$ cat src/core/cltd_defines.svh
// Constants of the control, literal and table instruction decoder.
// Assumes inclusion by the decoder package and the decoder module only.
`ifndef CLTD_DEFINES_SVH
`define CLTD_DEFINES_SVH

// ==========================================================
// Register offsets and reset values
`define CLTD_CTRL_OFF     8'h00
`define CLTD_STATUS_OFF   8'h04
`define CLTD_COUNT_OFF    8'h08
`define CLTD_CTRL_RST     2'h1
`define CLTD_CTRL_EN_BIT  0
`define CLTD_CTRL_LNCH_BIT 1

// ==========================================================
// Opcode patterns
`define CLTD_SECOND_NIB   4'hF
`define CLTD_BRANCH_HI5   5'h1C
`define CLTD_CALL_HI7     7'h76
`define CLTD_JUMP_HI      8'hEF
`define CLTD_PTR_HI10     10'h3B8
`define CLTD_ADD_HI       8'h0F
`define CLTD_SUB_HI       8'h08
`define CLTD_AND_HI       8'h0B
`define CLTD_OR_HI        8'h09
`define CLTD_XOR_HI       8'h0A
`define CLTD_MOVE_HI      8'h0E
`define CLTD_MUL_HI       8'h0D
`define CLTD_RETLIT_HI    8'h0C
`define CLTD_BANK_HI12    12'h010
`define CLTD_RETURN_HI15  15'h0009
`define CLTD_IRET_HI15    15'h0008
`define CLTD_TABLE_READ_OP_HI14   14'h0002
`define CLTD_TBLWR_HI14   14'h0003
`define CLTD_WDT_WORD     16'h0004
`define CLTD_STBY_WORD    16'h0003
`define CLTD_PUSH_WORD    16'h0005
`define CLTD_POP_WORD     16'h0006
`define CLTD_NOP_WORD     16'h0000

// ==========================================================
// Flag masks, order carry, digit carry, zero, overflow, negative
`define CLTD_MASK_ARITH   5'h1F
`define CLTD_MASK_LOGIC   5'h05
`define CLTD_MASK_NONE    5'h00

// ==========================================================
// Timing: extra stall cycles of a launching table write (5 - 2)
`define CLTD_TBLW_EXTRA   3

`endif

$ cat src/core/cltd_pkg.sv
// Types of the control, literal and table instruction decoder.
// Assumes the defines header is compiled alongside.
`include "cltd_defines.svh"

package cltd_pkg;

  // ==========================================================
  // Sequencer states, Gray coded along decode-operand-flush-stall
  typedef enum logic [1:0] {
    ST_DECODE  = 2'h0,
    ST_OPERAND = 2'h1,
    ST_FLUSH   = 2'h3,
    ST_TBLW    = 2'h2
  } cltd_state_e;

  // ==========================================================
  // Decoded operation classes
  typedef enum logic [4:0] {
    OP_NOP, OP_BRANCH, OP_CALL, OP_JUMP, OP_WDT, OP_STBY, OP_PUSH,
    OP_POP, OP_RETURN, OP_IRET, OP_ADD, OP_SUB, OP_AND, OP_OR, OP_XOR,
    OP_MOVE, OP_MUL, OP_RETLIT, OP_BANK, OP_PTR, OP_TABLE_READ_OP, OP_TBLWR,
    OP_OTHER
  } cltd_op_e;

  typedef struct packed {
    cltd_state_e state;
    cltd_op_e    op;
    logic        exec_valid;
    logic [7:0]  first_hi;
    logic [7:0]  first_lo;
    logic [7:0]  literal;
    logic [7:0]  offset;
    logic [19:0] target;
    logic        fast;
    logic [1:0]  ptr_sel;
    logic [11:0] ptr_lit;
    logic [1:0]  tbl_mode;
    logic [4:0]  flag_mask;
    logic        taken;
    logic        wdt_clear;
    logic        standby;
    logic        irq_set;
    logic        fetch_ready;
    logic [2:0]  hold_cnt;
    logic        mem_start;
    logic        mem_busy;
    logic        pins_src;
    logic        presc_clr;
    logic [1:0]  ctrl;
    logic [15:0] exec_count;
    logic [31:0] prdata;
    logic        pready;
    logic        pslverr;
  } cltd_state_s;

endpackage

$ cat src/core/cltd_decoder.sv
// Decoder for control-flow, literal and table-access instruction words.
// Assumes words arrive from program memory synchronous to clk, the
// core's status flags are valid alongside each word, and an APB master.
//
// Operation
// - Conditional branches 1110 0ccc: one cycle, two when taken.
// - Changed program counter or true test costs a second, empty cycle.
// - Call is two words, 1110 110s then 1111 with twelve address bits.
// - Jump is two words, 1110 1111 then 1111 with twelve address bits.
// - A lone 1111 word executes as no-operation.
// - Word 0004 clears the watchdog, 0003 enters standby; one cycle.
// - Word 0005 pushes, 0006 pops the return stack; flags untouched.
// - Subroutine and interrupt returns take two cycles; latter sets enables.
// - Literal add and subtract: one cycle, all five arithmetic flags.
// - Literal and, or, xor: one cycle, zero and negative only.
// - Literal move and multiply: one cycle, no flags.
// - 0000 0001 0000 kkkk loads bank select low nibble, one cycle.
// - Pointer load: two words, two cycles, 12-bit literal, pointer ff.
// - Return with literal loads the working register, two cycles.
// - Words 0008 to 000B are two-cycle table reads with pointer modes.
// - Words 000C to 000F are table writes: two cycles, five if launching.
// - A launched memory write runs until it reports completion.
// - Port read-modify-write takes its operand from the pins.
// - Writing timer zero with d set clears an assigned prescaler.
`timescale 1ns/10ps
`include "cltd_defines.svh"

module cltd_decoder #(
  parameter int TBLW_EXTRA = `CLTD_TBLW_EXTRA
) (
  input  wire logic        clk,
  input  wire logic        rst,
  input  wire logic [15:0] fetch_word,
  input  wire logic        fetch_valid,
  input  wire logic        flag_carry,
  input  wire logic        flag_zero,
  input  wire logic        flag_overflow,
  input  wire logic        flag_negative,
  input  wire logic        port_rmw,
  input  wire logic        timer_zero_write,
  input  wire logic        dest_applies,
  input  wire logic        dest_bit,
  input  wire logic        presc_assigned,
  input  wire logic        mem_write_done,
  input  wire logic        psel,
  input  wire logic        penable,
  input  wire logic        pwrite,
  input  wire logic [7:0]  paddr,
  input  wire logic [31:0] pwdata,
  output logic             fetch_ready,
  output cltd_pkg::cltd_op_e exec_op,
  output logic             exec_valid,
  output logic [7:0]       exec_literal,
  output logic [7:0]       branch_offset,
  output logic [19:0]      jump_target,
  output logic             fast_select,
  output logic [1:0]       ptr_select,
  output logic [11:0]      ptr_literal,
  output logic [1:0]       table_mode,
  output logic [4:0]       flag_update_mask,
  output logic             pc_change,
  output logic             watchdog_clear,
  output logic             standby_enter,
  output logic             irq_enable_set,
  output logic             mem_write_start,
  output logic             mem_write_busy,
  output logic             operand_from_pins,
  output logic             prescaler_clear,
  output logic [31:0]      prdata,
  output logic             pready,
  output logic             pslverr
);

  // ==========================================================
  // Helpers
  function automatic cltd_pkg::cltd_op_e decode_op(input logic [15:0] w);
    cltd_pkg::cltd_op_e r;
    r = cltd_pkg::OP_OTHER;
    if (w[15:12] == `CLTD_SECOND_NIB) r = cltd_pkg::OP_NOP;
    else if (w[15:11] == `CLTD_BRANCH_HI5) r = cltd_pkg::OP_BRANCH;
    else if (w[15:9] == `CLTD_CALL_HI7) r = cltd_pkg::OP_CALL;
    else if (w[15:8] == `CLTD_JUMP_HI) r = cltd_pkg::OP_JUMP;
    else if (w[15:6] == `CLTD_PTR_HI10) r = cltd_pkg::OP_PTR;
    else if (w[15:8] == `CLTD_ADD_HI) r = cltd_pkg::OP_ADD;
    else if (w[15:8] == `CLTD_SUB_HI) r = cltd_pkg::OP_SUB;
    else if (w[15:8] == `CLTD_AND_HI) r = cltd_pkg::OP_AND;
    else if (w[15:8] == `CLTD_OR_HI) r = cltd_pkg::OP_OR;
    else if (w[15:8] == `CLTD_XOR_HI) r = cltd_pkg::OP_XOR;
    else if (w[15:8] == `CLTD_MOVE_HI) r = cltd_pkg::OP_MOVE;
    else if (w[15:8] == `CLTD_MUL_HI) r = cltd_pkg::OP_MUL;
    else if (w[15:8] == `CLTD_RETLIT_HI) r = cltd_pkg::OP_RETLIT;
    else if (w[15:4] == `CLTD_BANK_HI12) r = cltd_pkg::OP_BANK;
    else if (w[15:1] == `CLTD_RETURN_HI15) r = cltd_pkg::OP_RETURN;
    else if (w[15:1] == `CLTD_IRET_HI15) r = cltd_pkg::OP_IRET;
    else if (w[15:2] == `CLTD_TABLE_READ_OP_HI14) r = cltd_pkg::OP_TABLE_READ_OP;
    else if (w[15:2] == `CLTD_TBLWR_HI14) r = cltd_pkg::OP_TBLWR;
    else if (w == `CLTD_WDT_WORD) r = cltd_pkg::OP_WDT;
    else if (w == `CLTD_STBY_WORD) r = cltd_pkg::OP_STBY;
    else if (w == `CLTD_PUSH_WORD) r = cltd_pkg::OP_PUSH;
    else if (w == `CLTD_POP_WORD) r = cltd_pkg::OP_POP;
    else if (w == `CLTD_NOP_WORD) r = cltd_pkg::OP_NOP;
    return r;
  endfunction

  function automatic logic [4:0] flag_mask_of(input cltd_pkg::cltd_op_e op);
    logic [4:0] m;
    m = `CLTD_MASK_NONE;
    if (op == cltd_pkg::OP_ADD || op == cltd_pkg::OP_SUB)
      m = `CLTD_MASK_ARITH;
    else if (op == cltd_pkg::OP_AND || op == cltd_pkg::OP_OR || op == cltd_pkg::OP_XOR)
      m = `CLTD_MASK_LOGIC;
    return m;
  endfunction

  // Code bits 2:1 pick zero, carry, overflow or negative; bit 0 inverts.
  function automatic logic branch_true(input logic [2:0] c, input logic [3:0] f);
    return f[c[2:1]] ^ c[0];
  endfunction

  localparam logic [2:0] EXTRA = 3'(TBLW_EXTRA);

  cltd_pkg::cltd_state_s st_reg;
  cltd_pkg::cltd_state_s st_next;
  cltd_pkg::cltd_op_e    dec_op;
  logic                  accept;
  logic                  cond_true;
  logic                  apb_access;

  assign dec_op     = decode_op(fetch_word);
  assign accept     = st_reg.state == cltd_pkg::ST_DECODE && fetch_valid &&
                      st_reg.fetch_ready && st_reg.ctrl[`CLTD_CTRL_EN_BIT];
  assign cond_true  = branch_true(fetch_word[10:8],
                      {flag_negative, flag_overflow, flag_carry, flag_zero});
  assign apb_access = psel && penable && !st_reg.pready;

  // ==========================================================
  // Next state
  always_comb begin
    st_next            = st_reg;
    st_next.exec_valid = 1'b0;
    st_next.taken      = 1'b0;
    st_next.wdt_clear  = 1'b0;
    st_next.standby    = 1'b0;
    st_next.irq_set    = 1'b0;
    st_next.mem_start  = 1'b0;
    st_next.pready     = 1'b0;
    st_next.pslverr    = 1'b0;
    st_next.pins_src   = port_rmw;
    st_next.presc_clr  = timer_zero_write && presc_assigned &&
                         (dest_bit || !dest_applies);
    if (mem_write_done) begin
      st_next.mem_busy = 1'b0;
    end
    case (st_reg.state)
      cltd_pkg::ST_DECODE: begin
        if (accept) begin
          st_next.op        = dec_op;
          st_next.literal   = fetch_word[7:0];
          st_next.flag_mask = flag_mask_of(dec_op);
          st_next.exec_valid = 1'b1;
          st_next.exec_count = st_reg.exec_count + 16'h0001;
          case (dec_op)
            cltd_pkg::OP_BRANCH: begin
              st_next.offset = fetch_word[7:0];
              if (cond_true) begin
                st_next.taken = 1'b1;
                st_next.state = cltd_pkg::ST_FLUSH;
              end
            end
            cltd_pkg::OP_CALL, cltd_pkg::OP_JUMP, cltd_pkg::OP_PTR: begin
              // Execution waits for the operand word.
              st_next.exec_valid = 1'b0;
              st_next.exec_count = st_reg.exec_count;
              st_next.first_hi   = fetch_word[15:8];
              st_next.first_lo   = fetch_word[7:0];
              st_next.state      = cltd_pkg::ST_OPERAND;
            end
            cltd_pkg::OP_WDT: st_next.wdt_clear = 1'b1;
            cltd_pkg::OP_STBY: st_next.standby = 1'b1;
            cltd_pkg::OP_BANK: st_next.literal = {4'h0, fetch_word[3:0]};
            cltd_pkg::OP_RETURN, cltd_pkg::OP_IRET, cltd_pkg::OP_RETLIT: begin
              st_next.fast    = fetch_word[0];
              st_next.taken   = 1'b1;
              st_next.irq_set = dec_op == cltd_pkg::OP_IRET;
              st_next.state   = cltd_pkg::ST_FLUSH;
            end
            cltd_pkg::OP_TABLE_READ_OP: begin
              st_next.tbl_mode = fetch_word[1:0];
              st_next.state    = cltd_pkg::ST_FLUSH;
            end
            cltd_pkg::OP_TBLWR: begin
              st_next.tbl_mode = fetch_word[1:0];
              st_next.state    = cltd_pkg::ST_FLUSH;
              if (st_reg.ctrl[`CLTD_CTRL_LNCH_BIT]) begin
                st_next.hold_cnt  = EXTRA;
                st_next.mem_start = 1'b1;
                st_next.mem_busy  = 1'b1;
              end
            end
            default: begin
            end
          endcase
        end
      end
      cltd_pkg::ST_OPERAND: begin
        if (fetch_valid) begin
          // The second word is consumed as an operand, never decoded.
          st_next.exec_valid = 1'b1;
          st_next.exec_count = st_reg.exec_count + 16'h0001;
          st_next.target     = {fetch_word[11:0], st_reg.first_lo};
          st_next.fast       = st_reg.first_hi[0];
          st_next.ptr_sel    = st_reg.first_lo[5:4];
          st_next.ptr_lit    = {st_reg.first_lo[3:0], fetch_word[7:0]};
          st_next.taken      = st_reg.op != cltd_pkg::OP_PTR;
          st_next.state      = cltd_pkg::ST_DECODE;
        end
      end
      cltd_pkg::ST_FLUSH: begin
        // The prefetched word is dropped; this cycle executes as empty.
        if (st_reg.hold_cnt != 3'h0) st_next.state = cltd_pkg::ST_TBLW;
        else st_next.state = cltd_pkg::ST_DECODE;
      end
      default: begin
        st_next.hold_cnt = st_reg.hold_cnt - 3'h1;
        if (st_reg.hold_cnt == 3'h1) st_next.state = cltd_pkg::ST_DECODE;
      end
    endcase
    st_next.fetch_ready = st_next.state != cltd_pkg::ST_TBLW;

    // APB slave: one wait state, error on unmapped offsets.
    if (apb_access) begin
      st_next.pready = 1'b1;
      if (paddr == `CLTD_CTRL_OFF) begin
        st_next.prdata = {30'h0, st_reg.ctrl};
      end else if (paddr == `CLTD_STATUS_OFF) begin
        st_next.prdata = {24'h0, st_reg.op, st_reg.mem_busy, st_reg.state};
      end else if (paddr == `CLTD_COUNT_OFF) begin
        st_next.prdata = {16'h0, st_reg.exec_count};
      end else begin
        st_next.prdata  = 32'h0;
        st_next.pslverr = 1'b1;
      end
    end
    // The write lands at the completing edge, so an abandoned access changes nothing.
    if (psel && penable && pwrite && st_reg.pready && paddr == `CLTD_CTRL_OFF) begin
      st_next.ctrl = pwdata[1:0];
    end
  end

  always_ff @(posedge clk) begin
    if (rst) begin
      st_reg             <= '0;
      st_reg.ctrl        <= `CLTD_CTRL_RST;
      st_reg.fetch_ready <= 1'b1;
    end else begin
      st_reg <= st_next;
    end
  end

  // ==========================================================
  // Outputs
  assign fetch_ready       = st_reg.fetch_ready;
  assign exec_op           = st_reg.op;
  assign exec_valid        = st_reg.exec_valid;
  assign exec_literal      = st_reg.literal;
  assign branch_offset     = st_reg.offset;
  assign jump_target       = st_reg.target;
  assign fast_select       = st_reg.fast;
  assign ptr_select        = st_reg.ptr_sel;
  assign ptr_literal       = st_reg.ptr_lit;
  assign table_mode        = st_reg.tbl_mode;
  assign flag_update_mask  = st_reg.flag_mask;
  assign pc_change         = st_reg.taken;
  assign watchdog_clear    = st_reg.wdt_clear;
  assign standby_enter     = st_reg.standby;
  assign irq_enable_set    = st_reg.irq_set;
  assign mem_write_start   = st_reg.mem_start;
  assign mem_write_busy    = st_reg.mem_busy;
  assign operand_from_pins = st_reg.pins_src;
  assign prescaler_clear   = st_reg.presc_clr;
  assign prdata            = st_reg.prdata;
  assign pready            = st_reg.pready;
  assign pslverr           = st_reg.pslverr;
endmodule

$ cat config.mk
export PLATFORM = sky130hd
export DESIGN_NAME = cltd_decoder
export DESIGN_NICKNAME = d
export VERILOG_FILES = /design/src/core/cltd_pkg.sv /design/src/core/cltd_decoder.sv
export VERILOG_INCLUDE_DIRS = /design/src /design/src/core
export SDC_FILE = /design/constraint.sdc
export NUM_CORES = 1
export LEC_CHECK = 0
export BUFFER_PORTS_ARGS = -buffer_cell sky130_fd_sc_hd__buf_2
export CAP_MARGIN = 10
export CORE_UTILIZATION = 51
export CTS_CLUSTER_DIAMETER = 100
export CTS_CLUSTER_SIZE = 12
export DETAILED_ROUTE_END_ITERATION = 8
export PLACE_DENSITY = 0.79
export RECOVER_POWER = 50
export SLEW_MARGIN = 10
export SYNTH_ARGS = -nofsm -noshare
export SYNTH_HDL_FRONTEND = slang
export SYNTH_SLANG_ARGS = --single-unit
$ cat constraint.sdc
create_clock -name clk -period 2.1 [get_ports clk]
set_input_delay 0.42 -clock clk [delete_from_list [all_inputs] [get_ports clk]]
set_output_delay 0.42 -clock clk [all_outputs]
set_load 0.05 [all_outputs]
-- Word level (Yosys, flattened, before mapping)
Index checks and enable logic that the tools add are counted.
- latch bits: 0
- RAM bits: 0
- logic and storage cells: 196
- memories: 0
- input bits: 72
- register bits: 130
- memory bits (read-only): 0
- output and inout bits: 107
- multipliers: 0
- muxes and demuxes: 68
- order comparisons: 1
- eq/ne operators: 52
- div/mod/pow operators: 0
- reduce and logical (&&, ||, !) cells: 38
- add/subtract/negate cells: 2
- shifts and indexed selects: 0
- bitwise operators: 7
- operators with widths (operator ; count):
    2-to-1 mux 5 bit ; 27
    2-to-1 mux 16 bit ; 6
    == test 8 x 4 -> 1 bit, second input constant ; 9
    == test 16 x 3 -> 1 bit, second input constant ; 3
    2-to-1 mux 40 bit ; 1
    == test 5 x 4 -> 1 bit, second input constant ; 7
    case mux 16 bit (2 select lines) ; 1
    == test 15 x 4 -> 1 bit, second input constant ; 2
    == test 5 bit, second input constant ; 6
    == test 14 x 2 -> 1 bit, second input constant ; 2
    2-to-1 mux 17 bit ; 1
    adder 16 x 1 -> 16 bit, second input constant ; 1
    == test 16 x 2 -> 1 bit, second input constant ; 1
    logical NOT 16 bit ; 1
    2-to-1 mux 8 bit ; 2
    2-to-1 mux 15 bit ; 1
    2-to-1 mux 1 bit ; 14
    == test 12 x 5 -> 1 bit, second input constant ; 1
    case mux 2 bit (3 select lines) ; 2
    AND reduction 4 bit ; 3
    OR reduction 4 bit ; 3
    == test 10 bit, second input constant ; 1
    == test 5 x 2 -> 1 bit, second input constant ; 2
    == test 5 x 3 -> 1 bit, second input constant ; 2
    other kinds (33) ; 69

-- Longest topological paths before layout
- word-level depth: 30
- depth in mapped cells: 9
- gate-level depth less buffers: 6

-- Least setup slack after synthesis
Ideal clock, no wire load.
- path type: reg-to-reg
- start: register fetch_ready (netlist name)
- end: register st_reg[126] (netlist bit)
- buffers on the path: 2
- required time: 1.972 ns
- cell stages (with the launch flop): 7
- setup time: 0.128 ns
- period minus slack after synthesis: 2.017 ns
- slack: 0.083 ns
- arrival: 1.889 ns
- cells stage by stage: dfxtp_1 -> nand4b_4 -> or4_1 -> buf_2 -> buf_2 -> mux2i_1 -> nor2_1
- cells in the longest elaborated chain, start to end: 3
- RTL lines (item ; line ; source):
    logical AND 1 bit (2 in a row) ; cltd_decoder.sv:130 ; assign accept = st_reg.state == cltd_pkg::ST_DECODE && fetch_valid &&
    AND reduction 3 bit (no source line) ; -- ;
    end signal: assignment ; cltd_decoder.sv:256 ; st_reg <= st_next;
    end: declaration ; cltd_decoder.sv:122 ; cltd_pkg::cltd_state_s st_reg;
No other way between the ends.
A chain may end at the register's enable or synchronous reset.

-- Final worst setup path
- start: register st_reg[144] (netlist bit)
- end: register st_reg[127] (netlist bit)
- cells in the longest elaborated chain, start to end: 5
- RTL lines (item ; line):
    logical NOT 2 bit * ; cltd_decoder.sv:130, cltd_decoder.sv:154
    logical AND 1 bit (3 in a row) ; cltd_decoder.sv:130
    AND reduction 3 bit (no source line) * ; --
Every way passes the cells marked *; elsewhere a longest branch is shown, timed or not.

==> out/metrics.json <==
{
  "outcome": "finished clean",
  "antenna_violations_before_repair": 0,
  "timing.critical_path.to_type": "register",
  "postRouteAntennaNets": 0,
  "holdCritPathClass": "in -> reg",
  "timing.final.max_slew_violations": 0,
  "fp.coreArea_sq_mm": 0.0103,
  "fin_nets": 809,
  "initial_core_util_pct": 52.3,
  "yosys.cell_count.top_type": "sky130_fd_sc_hd__dfxtp_1",
  "cts_made_buffers": 9,
  "worst-path-max-fanout": 11,
  "post-route-drc-count": 0,
  "placement_rows": 37,
  "synth.ff_latch_count": 106,
  "grt.total_usage_pct": 23.1,
  "critPathRequiredTime_ns": 2.32,
  "post_synth_inst_count": 656,
  "ioPinCount": 179,
  "start_kind": "register",
  "slew_headroom_pct": 10.6,
  "finalHoldViolations": 0,
  "fin_worst_hold_slack_ns": 0.253,
  "post_synth_top_cells": "sky130_fd_sc_hd__dfxtp_1 (106), sky130_fd_sc_hd__nand2_1 (105), sky130_fd_sc_hd__buf_4 (94)",
  "min_clock_period_post_route_ns": 1.97,
  "report.power.total_uw": 4080,
  "dpl.hpwl_um": 9150,
  "synth_top_area_cell": "sky130_fd_sc_hd__dfxtp_1",
  "cts_buffer_depth": 2,
  "synth.avg_cell_area_sq_um": 8.20,
  "layout-drive-gt1-share_pct": 20.6,
  "design.die.area_sq_mm": 0.0110,
  "post_drt_via_cell_ratio": 5.22,
  "final.setup_skew_ns": 0.00828,
  "crit_arrival_ns": 2.18,
  "cts_num_sinks": 106,
  "remaining_global_route_overflow": 0,
  "fmax_mhz": 509,
  "largest_register_ffs": 32,
  "cts_repair_resize_count": 0,
  "unrepaired_setup_endpoints_after_global_routing": "no",
  "synth_enable_flop_cells": 0,
  "clkLatencyLatePin_ns": 0.37,
  "synth.area.top_cells": "sky130_fd_sc_hd__dfxtp_1 (39%), sky130_fd_sc_hd__buf_4 (13%), sky130_fd_sc_hd__nand2_1 (7.3%)",
  "post-synth-top-area-fraction_pct": 39.5,
  "post_cts_hold_buffer_count": 0,
  "number_of_buffers_added_on_ports": 132,
  "cts.repair_timing.setup_buffer_count": 0,
  "max-cap-violations": 0,
  "post_drt_wl_per_cell_um": 14.2,
  "static-leakage-power_uw": 0.00235,
  "synth-async-reset-ratio_pct": 0,
  "fillerInstances": 978,
  "number_of_antenna_cells_inserted": 0,
  "synth.yosys.warnings": 0,
  "stdcell_area_sq_mm": 0.00595,
  "detailroute.via_count": 4563,
  "grt_pass1_wl_um": 20300,
  "irDropWorstVdd_mv": 0.367,
  "grt_start_max_net_pins": 66,
  "worst_pin_slew_ns": 1.34,
  "clk_transition_reported_paths_ns": 0.10,
  "dieHeight_um": 105,
  "drt_iter0_drc": 250,
  "detail_route.first_pass.iterations": 5,
  "clock_tree_from_tritoncts": "built",
  "placed_area_sq_mm": 0.00580,
  "wire_length_reported_by_the_detailed_router_um": 12400,
  "synth.yosys.seq_area_share_pct": 39.5,
  "ys.flop_type": "sky130_fd_sc_hd__dfxtp_1",
  "count_of_final_setup_violators": 0,
  "die-width_um": 105,
  "powerDensity_mw_per_mm2": 686,
  "cts-htree-levels": 3,
  "area_growth_syn_to_layout_pct": 10.7,
  "synth_cell_types": 62,
  "gp_routability_congestion": 0.869,
  "setup.worst_path.class": "reg -> reg",
  "mappedNetlistArea_sq_mm": 0.00538,
  "final_min_period_over_clock_period_pct": 93.6,
  "clockRootBuffer": "sky130_fd_sc_hd__clkbuf_8",
  "number_of_global_route_vias_before_repair": 4203
}
[per-layer routing]
metal | wire length [um] | vias up | share of wire (%) | track usage, %
met4 | 272 | 0 | 2.2 | 10.2
met3 | 676 | 21 | 5.5 | 3.12
met2 | 5760 | 138 | 46 | 37.1
met1 | 5680 | 2142 | 46 | 31.1
li1 | - | 2262 | - | -
met5 | 0 | - | 0 | 0
[layout make-up]
class                           instances  area (sq um)  area share, %
Tap cell                              136           170           2.86
Clock buffer                           10           128           2.14
Timing Repair Buffer                  183           972           16.3
Sequential cell                       106          2120           35.7
Multi-Input combinational cell        424          2410           40.5
Inverter                                9          33.8          0.568
Clock inverter                          6           113           1.89
[cells by family (layout without fill, tap and decap cells)]
group           after synthesis  in the layout  synth area share (%)
other cells                   1             16                0.0697
flops                       106            106                  39.5
xor+xnor                     11             11                  1.79
fa+ha+maj                     4              4                 0.931
compound gates              116            116                  13.3
simple gates                264            264                  25.1
buf+inv                     141            208                  16.7
mux                          13             13                  2.65
[worst max-delay path: stages (launching register included)]
cell	delay, ns
sky130_fd_sc_hd__dfxtp_1	0.34
sky130_fd_sc_hd__buf_4	0.17
sky130_fd_sc_hd__nand4b_4	0.25
sky130_fd_sc_hd__or4_1	0.58
sky130_fd_sc_hd__buf_4	0.22
sky130_fd_sc_hd__mux2i_1	0.18
sky130_fd_sc_hd__nor2_1	0.05
[power by group]
group          total [uW]  switching [uW]  leakage (uW)  internal, uW
clock                1510             714      0.000121           797
combinational         508             358       0.00137           150
sequential           2060            22.3      0.000858          2040
total                4080            1090       0.00235          2990
[cell usage in the layout (no fill, tap or decap), types with 4 or more instances in the layout]
cell type	count
sky130_fd_sc_hd__nor2_1	56
sky130_fd_sc_hd__buf_2	67
sky130_fd_sc_hd__ha_1	4
sky130_fd_sc_hd__nor3_1	19
sky130_fd_sc_hd__clkbuf_1	66
sky130_fd_sc_hd__or4_1	4
sky130_fd_sc_hd__xnor2_1	6
sky130_fd_sc_hd__inv_1	9
sky130_fd_sc_hd__conb_1	16
sky130_fd_sc_hd__and3_1	5
sky130_fd_sc_hd__clkbuf_8	9
sky130_fd_sc_hd__mux2i_1	12
sky130_fd_sc_hd__a22oi_1	14
sky130_fd_sc_hd__nand2_1	105
sky130_fd_sc_hd__buf_4	49
sky130_fd_sc_hd__xor2_1	5
sky130_fd_sc_hd__nor3b_1	5
sky130_fd_sc_hd__nor2b_1	12
sky130_fd_sc_hd__nand3_1	11
sky130_fd_sc_hd__o21ai_0	9
sky130_fd_sc_hd__nand4_1	6
sky130_fd_sc_hd__dfxtp_1	106
sky130_fd_sc_hd__a21oi_1	71
sky130_fd_sc_hd__or3_1	8
[worst paths after layout]
| path | startpoint | cells after the start | slack [ns] | to |
|---|---|---|---|---|
| max | st_reg[144]$_SDFF_PP0_ | 6 | 0.13 | st_reg[127]$_SDFFE_PP0P_ |
| min | presc_assigned | 3 | 0.25 | prescaler_clear$_SDFF_PP0_ |
| max reg2reg | st_reg[144]$_SDFF_PP0_ | 6 | 0.13 | st_reg[127]$_SDFFE_PP0P_ |
| min reg2reg | st_reg[124]$_SDFFE_PP0P_ | 2 | 0.46 | jump_target[2]$_SDFFE_PP0P_ |
[metrics by stage]
stage / worst slack, ns / instances / util [%] / TNS, ns
after CTS: 0.174 / 874 / 58.7 / 0
after floorplan: 0.0835 / 671 / - / 0
after global routing: 0.0406 / 874 / 57.9 / 0
after global placement: -0.115 / 858 / 56.4 / -0.685
final: 0.134 / 874 / 57.9 / 0
after detailed placement: -0.0893 / 858 / 56.4 / -0.786
Power figures use the tool's default switching activity.
